<file path="src/inc/mbox_pkg.sv">
// Shared constants for the mailbox and hardware lock block
package mbox_pkg;
   // ==========================================================
   // Bus geometry
   localparam int ADDR_W     = 8;          // Byte-offset bits per port
   localparam int DATA_W     = 32;         // Register data width
   localparam int PORT_COUNT = 4;          // Access ports that may own a lock
   localparam int LOCK_COUNT = 2;          // Independent hardware locks
   // ==========================================================
   // Register byte offsets
   localparam logic [ADDR_W-1:0] OFS_MSG_VALUE  = 8'h00; // Mailbox word
   localparam logic [ADDR_W-1:0] OFS_MSG_SET    = 8'h04; // Mailbox set mask
   localparam logic [ADDR_W-1:0] OFS_MSG_CLEAR  = 8'h08; // Mailbox clear mask
   localparam logic [ADDR_W-1:0] OFS_IRQ_CONFIG = 8'h0c; // Interrupt polarity
   localparam logic [ADDR_W-1:0] OFS_TAKE_ZERO  = 8'h10; // Lock 0 take bit
   localparam logic [ADDR_W-1:0] OFS_TAKE_ONE   = 8'h14; // Lock 1 take bit
   localparam logic [ADDR_W-1:0] OFS_HOLD_ZERO  = 8'h18; // Lock 0 holder
   localparam logic [ADDR_W-1:0] OFS_HOLD_ONE   = 8'h1c; // Lock 1 holder
   localparam logic [ADDR_W-1:0] OFS_IRQ_FORCE  = 8'h20; // Manual trigger
   localparam logic [ADDR_W-1:0] OFS_IRQ_ROUTE  = 8'h24; // Interrupt routing
   // ==========================================================
   // Field positions and reset values
   localparam int                TAKE_BIT      = 0;        // Take / release bit
   localparam logic [DATA_W-1:0] MSG_RESET     = 32'h0;    // Mailbox at reset
   localparam logic [1:0]        POL_RESET     = 2'h0;     // Polarity at reset
   localparam logic [1:0]        FORCE_RESET   = 2'h0;     // No forced irq
   localparam logic [1:0]        ROUTE_RESET   = 2'h0;     // All to local cpu
   localparam logic [DATA_W-1:0] READ_ZERO     = 32'h0;    // Unmapped reads
   // ==========================================================
   // Holder code for a free lock
   localparam int HOLD_W = 3;                              // Fits ports plus free
   localparam logic [HOLD_W-1:0] HOLD_FREE = 3'h0;         // Nobody holds it
endpackage

</file>
<file path="src/hw/lock_unit.sv">
// One hardware lock with per-port take arbitration and holder record
`timescale 1ns/10ps
`default_nettype none
module lock_unit #(
   parameter int PORTS = mbox_pkg::PORT_COUNT
) (
   input  wire logic                        clk,          // System clock
   input  wire logic                        srst,         // Synchronous reset
   input  wire logic [PORTS-1:0]            take_req,     // Reads of the take bit
   input  wire logic                        release_req,  // Some port wrote 1
   output logic      [PORTS-1:0]            grant,        // Winner of this cycle
   output logic                             taken,        // Lock is held
   output logic      [mbox_pkg::HOLD_W-1:0] holder        // Holder code
);
   // ==========================================================
   // Arbitration
   // Lowest port index wins; only a free lock grants
   always_comb begin
      grant = '0;
      if (!taken) begin
         for (int p = PORTS - 1; p >= 0; p--) begin
            if (take_req[p]) begin
               grant = '0;
               grant[p] = 1'b1;
            end
         end
      end
   end
   // ==========================================================
   // Holder state
   // A release is honoured from any port, holder or not
   always_ff @(posedge clk) begin
      if (srst) begin
         taken  <= 1'b0;
         holder <= mbox_pkg::HOLD_FREE;
      end else if (taken) begin
         // Reads while held leave ownership alone
         if (release_req) begin
            taken  <= 1'b0;
            holder <= mbox_pkg::HOLD_FREE;
         end
      end else begin
         for (int p = 0; p < PORTS; p++) begin
            if (grant[p]) begin
               taken  <= 1'b1;
               // Code is port index plus one, zero stays free
               holder <= mbox_pkg::HOLD_W'(p + 1);
            end
         end
      end
   end
endmodule
`default_nettype wire

</file>
<file path="src/hw/mbox_lock_top.sv">
// Mailbox word, two hardware locks and their software interrupts
//
// What this block does
// - One 32-bit mailbox word, read and writable
// - Clear mask clears only masked mailbox bits
// - Set mask sets only masked mailbox bits
// - Two fully independent locks
// - Reading free lock grants lowest-index reader, which reads 1
// - Reading held lock returns 0, ownership kept
// - Writing 1 to take bit frees lock
// - Any port may release a lock
// - Each access port is a distinct owner
// - Embedded cpu and PCIe share one owner
// - Holder field shows state and owning port
// - Lock state drives irq, polarity selectable
// - Lock 0 drives irq zero, 1 irq one
// - Manual trigger register raises either irq
// - Each irq routable to local or external
`timescale 1ns/10ps
`default_nettype none
module mbox_lock_top #(
   parameter int PORTS = mbox_pkg::PORT_COUNT,          // Access ports
   parameter int AW    = mbox_pkg::ADDR_W,              // Address width
   parameter int DW    = mbox_pkg::DATA_W               // Data width
) (
   input  wire logic                 CLK_SYS,           // 125 MHz clock
   input  wire logic                 SRST,              // Synchronous reset
   input  wire logic [PORTS-1:0]     REQ_VALID,         // Request per port
   input  wire logic [PORTS-1:0]     REQ_WRITE,         // 1 write, 0 read
   input  wire logic [PORTS*AW-1:0]  REQ_ADDR,          // Byte offsets, packed
   input  wire logic [PORTS*DW-1:0]  REQ_WDATA,         // Write data, packed
   output logic      [PORTS-1:0]     RESP_VALID,        // Answer pulse
   output logic      [PORTS*DW-1:0]  RESP_RDATA,        // Read data, packed
   output logic                      SOFT_IRQ_ZERO_CPU, // Irq zero, local cpu
   output logic                      SOFT_IRQ_ONE_CPU,  // Irq one, local cpu
   output logic                      SOFT_IRQ_ZERO_EXT, // Irq zero, external
   output logic                      SOFT_IRQ_ONE_EXT   // Irq one, external
);
   // Port 0 is the switch-core access path, which carries both the
   // embedded cpu and the PCIe endpoint, so the two share one owner.
   // Ports 1..3 are the parallel, serial and management serial ports.

   // ==========================================================
   // Helpers
   // Slice one port's address out of the packed bus
   function automatic logic [AW-1:0] addr_of(input logic [PORTS*AW-1:0] bus,
                                             input int p);
      addr_of = bus[p*AW +: AW];
   endfunction

   // Slice one port's write word out of the packed bus
   function automatic logic [DW-1:0] wdata_of(input logic [PORTS*DW-1:0] bus,
                                              input int p);
      wdata_of = bus[p*DW +: DW];
   endfunction

   // Interrupt level: polarity 1 flags held, polarity 0 flags free
   function automatic logic irq_level(input logic held, input logic pol,
                                      input logic force_it);
      irq_level = force_it | (held == pol);
   endfunction

   // ==========================================================
   // Register state
   logic [DW-1:0]               mailbox;                 // Shared word
   logic [DW-1:0]               next_mailbox;            // Word after writes
   logic [1:0]                  lock_irq_polarity;       // Per-lock polarity
   logic [1:0]                  irq_manual_trigger;      // Forced irq bits
   logic [1:0]                  irq_route;               // 1 = external out
   logic [PORTS-1:0]            take_zero_rd;            // Reads of lock 0
   logic [PORTS-1:0]            take_one_rd;             // Reads of lock 1
   logic                        release_zero;            // Release of lock 0
   logic                        release_one;             // Release of lock 1
   logic [PORTS-1:0]            grant_zero;              // Lock 0 winner
   logic [PORTS-1:0]            grant_one;               // Lock 1 winner
   logic                        taken_zero;              // Lock 0 held
   logic                        taken_one;               // Lock 1 held
   logic [mbox_pkg::HOLD_W-1:0] lock_zero_holder;        // Lock 0 holder
   logic [mbox_pkg::HOLD_W-1:0] lock_one_holder;         // Lock 1 holder

   // ==========================================================
   // Request decode for the locks
   // Take reads and releases, collected from every port
   always_comb begin
      take_zero_rd = '0;
      take_one_rd  = '0;
      release_zero = 1'b0;
      release_one  = 1'b0;
      for (int p = 0; p < PORTS; p++) begin
         if (REQ_VALID[p] && !REQ_WRITE[p]) begin
            // A read of a take bit is an attempt to take
            if (addr_of(REQ_ADDR, p) == mbox_pkg::OFS_TAKE_ZERO) begin
               take_zero_rd[p] = 1'b1;
            end
            if (addr_of(REQ_ADDR, p) == mbox_pkg::OFS_TAKE_ONE) begin
               take_one_rd[p] = 1'b1;
            end
         end
         if (REQ_VALID[p] && REQ_WRITE[p] &&
             REQ_WDATA[p*DW + mbox_pkg::TAKE_BIT]) begin
            // Writing 1 releases, from whichever port it comes
            if (addr_of(REQ_ADDR, p) == mbox_pkg::OFS_TAKE_ZERO) begin
               release_zero = 1'b1;
            end
            if (addr_of(REQ_ADDR, p) == mbox_pkg::OFS_TAKE_ONE) begin
               release_one = 1'b1;
            end
         end
      end
   end

   // ==========================================================
   // The two locks
   // Separate instances so one never affects the other
   lock_unit #(
      .PORTS       (PORTS)
   ) u_lock_zero (
      .clk         (CLK_SYS),
      .srst        (SRST),
      .take_req    (take_zero_rd),
      .release_req (release_zero),
      .grant       (grant_zero),
      .taken       (taken_zero),
      .holder      (lock_zero_holder)
   );

   lock_unit #(
      .PORTS       (PORTS)
   ) u_lock_one (
      .clk         (CLK_SYS),
      .srst        (SRST),
      .take_req    (take_one_rd),
      .release_req (release_one),
      .grant       (grant_one),
      .taken       (taken_one),
      .holder      (lock_one_holder)
   );

   // ==========================================================
   // Mailbox update
   // Writes are applied in port order so that several writes in one
   // cycle compose exactly as if they were sequential; the highest
   // port index is applied last and so has the final word.
   always_comb begin
      next_mailbox = mailbox;
      for (int p = 0; p < PORTS; p++) begin
         if (REQ_VALID[p] && REQ_WRITE[p]) begin
            unique case (addr_of(REQ_ADDR, p))
               mbox_pkg::OFS_MSG_VALUE: begin
                  // Plain overwrite
                  next_mailbox = wdata_of(REQ_WDATA, p);
               end
               mbox_pkg::OFS_MSG_SET: begin
                  // Only masked bits go high
                  next_mailbox = next_mailbox | wdata_of(REQ_WDATA, p);
               end
               mbox_pkg::OFS_MSG_CLEAR: begin
                  // Only masked bits go low
                  next_mailbox = next_mailbox & ~wdata_of(REQ_WDATA, p);
               end
               default: begin
                  // Other offsets leave the word alone
                  next_mailbox = next_mailbox;
               end
            endcase
         end
      end
   end

   // Mailbox register, one-cycle atomic read-modify-write
   always_ff @(posedge CLK_SYS) begin
      if (SRST) begin
         mailbox <= mbox_pkg::MSG_RESET;
      end else begin
         mailbox <= next_mailbox;
      end
   end

   // ==========================================================
   // Interrupt configuration registers
   // Polarity, manual trigger and routing; last writing port wins
   always_ff @(posedge CLK_SYS) begin
      if (SRST) begin
         lock_irq_polarity  <= mbox_pkg::POL_RESET;
         irq_manual_trigger <= mbox_pkg::FORCE_RESET;
         irq_route          <= mbox_pkg::ROUTE_RESET;
      end else begin
         for (int p = 0; p < PORTS; p++) begin
            if (REQ_VALID[p] && REQ_WRITE[p]) begin
               if (addr_of(REQ_ADDR, p) == mbox_pkg::OFS_IRQ_CONFIG) begin
                  lock_irq_polarity <= REQ_WDATA[p*DW +: 2];
               end
               if (addr_of(REQ_ADDR, p) == mbox_pkg::OFS_IRQ_FORCE) begin
                  irq_manual_trigger <= REQ_WDATA[p*DW +: 2];
               end
               if (addr_of(REQ_ADDR, p) == mbox_pkg::OFS_IRQ_ROUTE) begin
                  irq_route <= REQ_WDATA[p*DW +: 2];
               end
            end
         end
      end
   end

   // ==========================================================
   // Read answers
   // Every request, read or write, is answered one cycle later.
   // Reads see the state before this cycle's writes take effect.
   always_ff @(posedge CLK_SYS) begin
      if (SRST) begin
         RESP_VALID <= '0;
         RESP_RDATA <= '0;
      end else begin
         RESP_VALID <= REQ_VALID;
         for (int p = 0; p < PORTS; p++) begin
            RESP_RDATA[p*DW +: DW] <= mbox_pkg::READ_ZERO;
            if (REQ_VALID[p] && !REQ_WRITE[p]) begin
               unique case (addr_of(REQ_ADDR, p))
                  mbox_pkg::OFS_MSG_VALUE: begin
                     RESP_RDATA[p*DW +: DW] <= mailbox;
                  end
                  mbox_pkg::OFS_IRQ_CONFIG: begin
                     RESP_RDATA[p*DW +: 2] <= lock_irq_polarity;
                  end
                  mbox_pkg::OFS_TAKE_ZERO: begin
                     // 1 only for the single winner of a free lock
                     RESP_RDATA[p*DW + mbox_pkg::TAKE_BIT] <= grant_zero[p];
                  end
                  mbox_pkg::OFS_TAKE_ONE: begin
                     RESP_RDATA[p*DW + mbox_pkg::TAKE_BIT] <= grant_one[p];
                  end
                  mbox_pkg::OFS_HOLD_ZERO: begin
                     // Zero means free, else port index plus one
                     RESP_RDATA[p*DW +: mbox_pkg::HOLD_W] <= lock_zero_holder;
                  end
                  mbox_pkg::OFS_HOLD_ONE: begin
                     RESP_RDATA[p*DW +: mbox_pkg::HOLD_W] <= lock_one_holder;
                  end
                  mbox_pkg::OFS_IRQ_FORCE: begin
                     RESP_RDATA[p*DW +: 2] <= irq_manual_trigger;
                  end
                  mbox_pkg::OFS_IRQ_ROUTE: begin
                     RESP_RDATA[p*DW +: 2] <= irq_route;
                  end
                  default: begin
                     // Set and clear masks and holes read as zero
                     RESP_RDATA[p*DW +: DW] <= mbox_pkg::READ_ZERO;
                  end
               endcase
            end
         end
      end
   end

   // ==========================================================
   // Software interrupt outputs
   // Levels, registered so each pin is glitch free. The output not
   // selected by the route bit is held low rather than mirrored.
   always_ff @(posedge CLK_SYS) begin
      if (SRST) begin
         SOFT_IRQ_ZERO_CPU <= 1'b0;
         SOFT_IRQ_ONE_CPU  <= 1'b0;
         SOFT_IRQ_ZERO_EXT <= 1'b0;
         SOFT_IRQ_ONE_EXT  <= 1'b0;
      end else begin
         // Lock 0 feeds irq zero
         SOFT_IRQ_ZERO_CPU <= !irq_route[0] &&
            irq_level(taken_zero, lock_irq_polarity[0],
                      irq_manual_trigger[0]);
         SOFT_IRQ_ZERO_EXT <= irq_route[0] &&
            irq_level(taken_zero, lock_irq_polarity[0],
                      irq_manual_trigger[0]);
         // Lock 1 feeds irq one
         SOFT_IRQ_ONE_CPU <= !irq_route[1] &&
            irq_level(taken_one, lock_irq_polarity[1],
                      irq_manual_trigger[1]);
         SOFT_IRQ_ONE_EXT <= irq_route[1] &&
            irq_level(taken_one, lock_irq_polarity[1],
                      irq_manual_trigger[1]);
      end
   end
endmodule
`default_nettype wire

</file>
<file path="config.mk">
export PLATFORM = sky130hd
export DESIGN_NAME = mbox_lock_top
export DESIGN_NICKNAME = d
export VERILOG_FILES = /design/src/inc/mbox_pkg.sv /design/src/hw/lock_unit.sv /design/src/hw/mbox_lock_top.sv
export SDC_FILE = /design/constraint.sdc
export NUM_CORES = 1
export LEC_CHECK = 0
export ABC_AREA = 1
export BUFFER_PORTS_ARGS = -buffer_cell sky130_fd_sc_hd__buf_4
export CAP_MARGIN = 10
export CORE_MARGIN = 1
export CORE_UTILIZATION = 49
export CTS_CLUSTER_DIAMETER = 200
export DETAILED_ROUTE_END_ITERATION = 8
export PLACE_DENSITY = 0.78
export SLEW_MARGIN = 20
export SYNTH_ARGS = -nofsm -noshare
export SYNTH_HDL_FRONTEND = slang
export SYNTH_SLANG_ARGS = --single-unit
</file>
<file path="constraint.sdc">
create_clock -name CLK_SYS -period 2.7 [get_ports CLK_SYS]
set_input_delay 0.54 -clock CLK_SYS [delete_from_list [all_inputs] [get_ports CLK_SYS]]
set_output_delay 0.54 -clock CLK_SYS [all_outputs]
set_load 0.05 [all_outputs]
</file>
==> flow_metrics.tcl <==
set metrics [dict create \
    max_cap_violations 0 \
    path_clk_slew_ns 0.09 \
    nFillCells 1763 \
    finalCriticalPeriod_ns 2.053 \
    comb_power_share 0.089 \
    p_seq_frac 0.456 \
    start_kind "primary input" \
    dieWidth_um 143.6 \
    clock_skew_ns 0.01231 \
    cts_setup_buffers 0 \
    finalSetupViolations 0 \
    hpwl_um 27200 \
    yosys_warnings 0 \
    drc 0 \
    synth-edff-count 0 \
    yosys.cell_count.top_type "nand2_1" \
    worst_slew_pin_slew_ns 0.8222 \
    antenna_found_initial 1 \
    post_cts_resized 0 \
    ys.flop_type "dfxtp_1" \
    crit_type "in -> reg" \
    netSwitchingFraction 0.2753 \
    postSynthCellCount 1533 \
    ys_seq_elements 182 \
    cts_buffers 17 \
    synth_nets 1703 \
    cts_hold_buf 0 \
    dieHeight_um 143.6 \
    timing.fmax_mhz 487.1 \
    ant_nets 0 \
    drt_wl_total_um 36870 \
    post_drt_wl_per_cell_um 17.59 \
    irDropWorstVdd_mv 0.4126 \
    holdCritPathClass "in -> reg" \
    io_pins 306 \
    htree_levels 4 \
    io_buffer_count 305 \
    arrival_ns 2.42 \
    finalMaxSlewViolations 0 \
    hold_viol 0 \
    async_flop_share 0 \
    drt_iter0_drc 991 \
    core_area_um2 19590 \
    rsz0062_at_grt "false" \
    grt_pass1_wl_um 56160 \
    area_growth_pct 32.05 \
    grt_usage 0.3581 \
    synth.top_cell.area_share 0.3706 \
    die_area_um2 20630 \
    synth_common_cells "nand2_1, nor2_1, inv_1" \
    fin_ws_ns 0.6472 \
    gp_congestion 1.012 \
    final_cells 2096 \
    fin_util 0.6626 \
    critPathCaptureType "flop" \
    power.internal_mw 4.283 \
    rows 51 \
    pre_cts_slack_ns 0.2668 \
    syn_area_um2 9831 \
    required_ns 3.06 \
    tns_ns 0 \
    num_vias 11290 \
    place_inst 2063 \
    switching_power_mw 1.627 \
    grt_pass1_vias 10450 \
    clockBufferDepth 2 \
    total_power_mw 5.911 \
    start_util 0.5018 \
    syn_area_per_cell_um2 6.413 \
    synth.largest_area_cell "dfxtp_1" \
    cts_tree "built" \
    synth_top_cells_by_area "dfxtp_1, nand2_1, nor2_1" \
    status "completed" \
    cts_num_sinks 182 \
    max_slew_margin 0.4513 \
    power_density_nw_per_um2 455.3 \
    layout.nets 1987 \
    clkLatencyLatePin_ns 0.44 \
    yosysUniqueCellTypes 41 \
    grt_start_max_net_pins 44 \
    grt-ovfl-total 0 \
    timing.final.crit_share 0.7603 \
    p_clk_frac 0.455 \
    first_pass_iters 5 \
    path_max_fanout 21 \
    root_buffer "clkbuf_16" \
    layout-drive-gt1-share 0.2268 \
    leakagePower_nw 5.875 \
    synth_seq_area_share 0.3706 \
    viasPerCell 5.385 \
]
## placed cells by master (no fill, tap or decap), drive strengths merged
master,netlist,routed
nand4,4,4
o22ai,35,35
o21bai,1,1
o221ai,1,1
clkinv,2,10
diode,0,1
o2bb2ai,1,1
nor3,40,40
o211a,1,1
buf,39,336
bufinv,0,1
nand2,427,427
inv,201,207
a211oi,2,2
o21ai,42,42
a31oi,5,5
or2,2,2
o211ai,87,87
nor2,249,249
dfxtp,182,182
a21oi,108,108
a221oi,1,1
nand3,61,61
o2111ai,5,5
nor4,4,4
clkbuf,32,17
a41oi,1,1
## layout make-up
cell class	count	area, um^2	share of cell area
clock inverters	15	225.2	0.01735
multi-input cells	1077	5054	0.3893
flip-flops and latches	182	3643	0.2807
diodes	1	2.502	0.0001928
inverters	203	764.5	0.05889
clock buffers	17	425.4	0.03277
well taps	265	331.6	0.02554
repair buffers	336	2535	0.1953
## state kept, by name, indices dropped and copies added, names as in the netlist
register            count
SOFT_IRQ_ONE_EXT        1
u_lock_zero.holder      3
SOFT_IRQ_ONE_CPU        1
RESP_RDATA            128
irq_manual_trigger      2
SOFT_IRQ_ZERO_EXT       1
lock_irq_polarity       2
u_lock_one.holder       3
irq_route               2
u_lock_one.taken        1
SOFT_IRQ_ZERO_CPU       1
u_lock_zero.taken       1
RESP_VALID              4
mailbox                32
## power groups by stage
stage	clock network [mW]	logic, mW	registers, mW
after global placement	0	0.510	2.76
after detailed placement	0	0.517	2.76
final	2.69	0.527	2.69
after CTS	2.70	0.519	2.69
after global routing	2.82	0.570	2.70
after floorplan	0	0.179	2.77
## metrics by stage
stage / hold WS, ns / instance area [um^2]
after floorplan: 0.4397 / 9831
after global placement: 0.4488 / 12330
after detailed placement: 0.4611 / 12330
after CTS: 0.3165 / 12980
after global routing: 0.3238 / 12980
final: 0.3229 / 12980
## worst paths after layout
path                                            start               endpoint  slack [ns]  cells after the start
worst min register to register  u_lock_zero.holder[1]  u_lock_zero.holder[1]        0.48                      2
worst min-delay path                     REQ_VALID[3]          RESP_VALID[3]        0.32                      3
worst max-delay path                     REQ_ADDR[25]            mailbox[15]        0.65                     11
worst max register to register      u_lock_zero.taken  u_lock_zero.holder[2]        1.25                      8
## critical path: stages
cell      delay [ns]
buf_4           0.12
nor2_2          0.14
nand2_1         0.14
nor2_1          0.20
nand2_1         0.18
inv_2           0.39
buf_4           0.26
a21oi_1         0.08
o211ai_1        0.12
nand2_1         0.07
a21oi_1         0.15
## routing by layer
| layer | global-route usage | vias to the layer above | part of all wire |
|---|---|---|---|
| li1 | - | 5494 | - |
| met1 | 0.4399 | 5051 | 0.39 |
| met2 | 0.5984 | 641 | 0.47 |
| met3 | 0.06731 | 102 | 0.094 |
| met4 | 0.1786 | 0 | 0.042 |
| met5 | 0 | - | 0 |
## cells by family after synthesis
logic type | after synthesis | share of synthesized area
buffers and inverters | 274 | 0.1153
AOI/OAI and AO/OA | 290 | 0.1809
DFF | 182 | 0.3706
and+or+nand+nor | 787 | 0.3332
No activity file was read; power rests on OpenSTA's default activity.
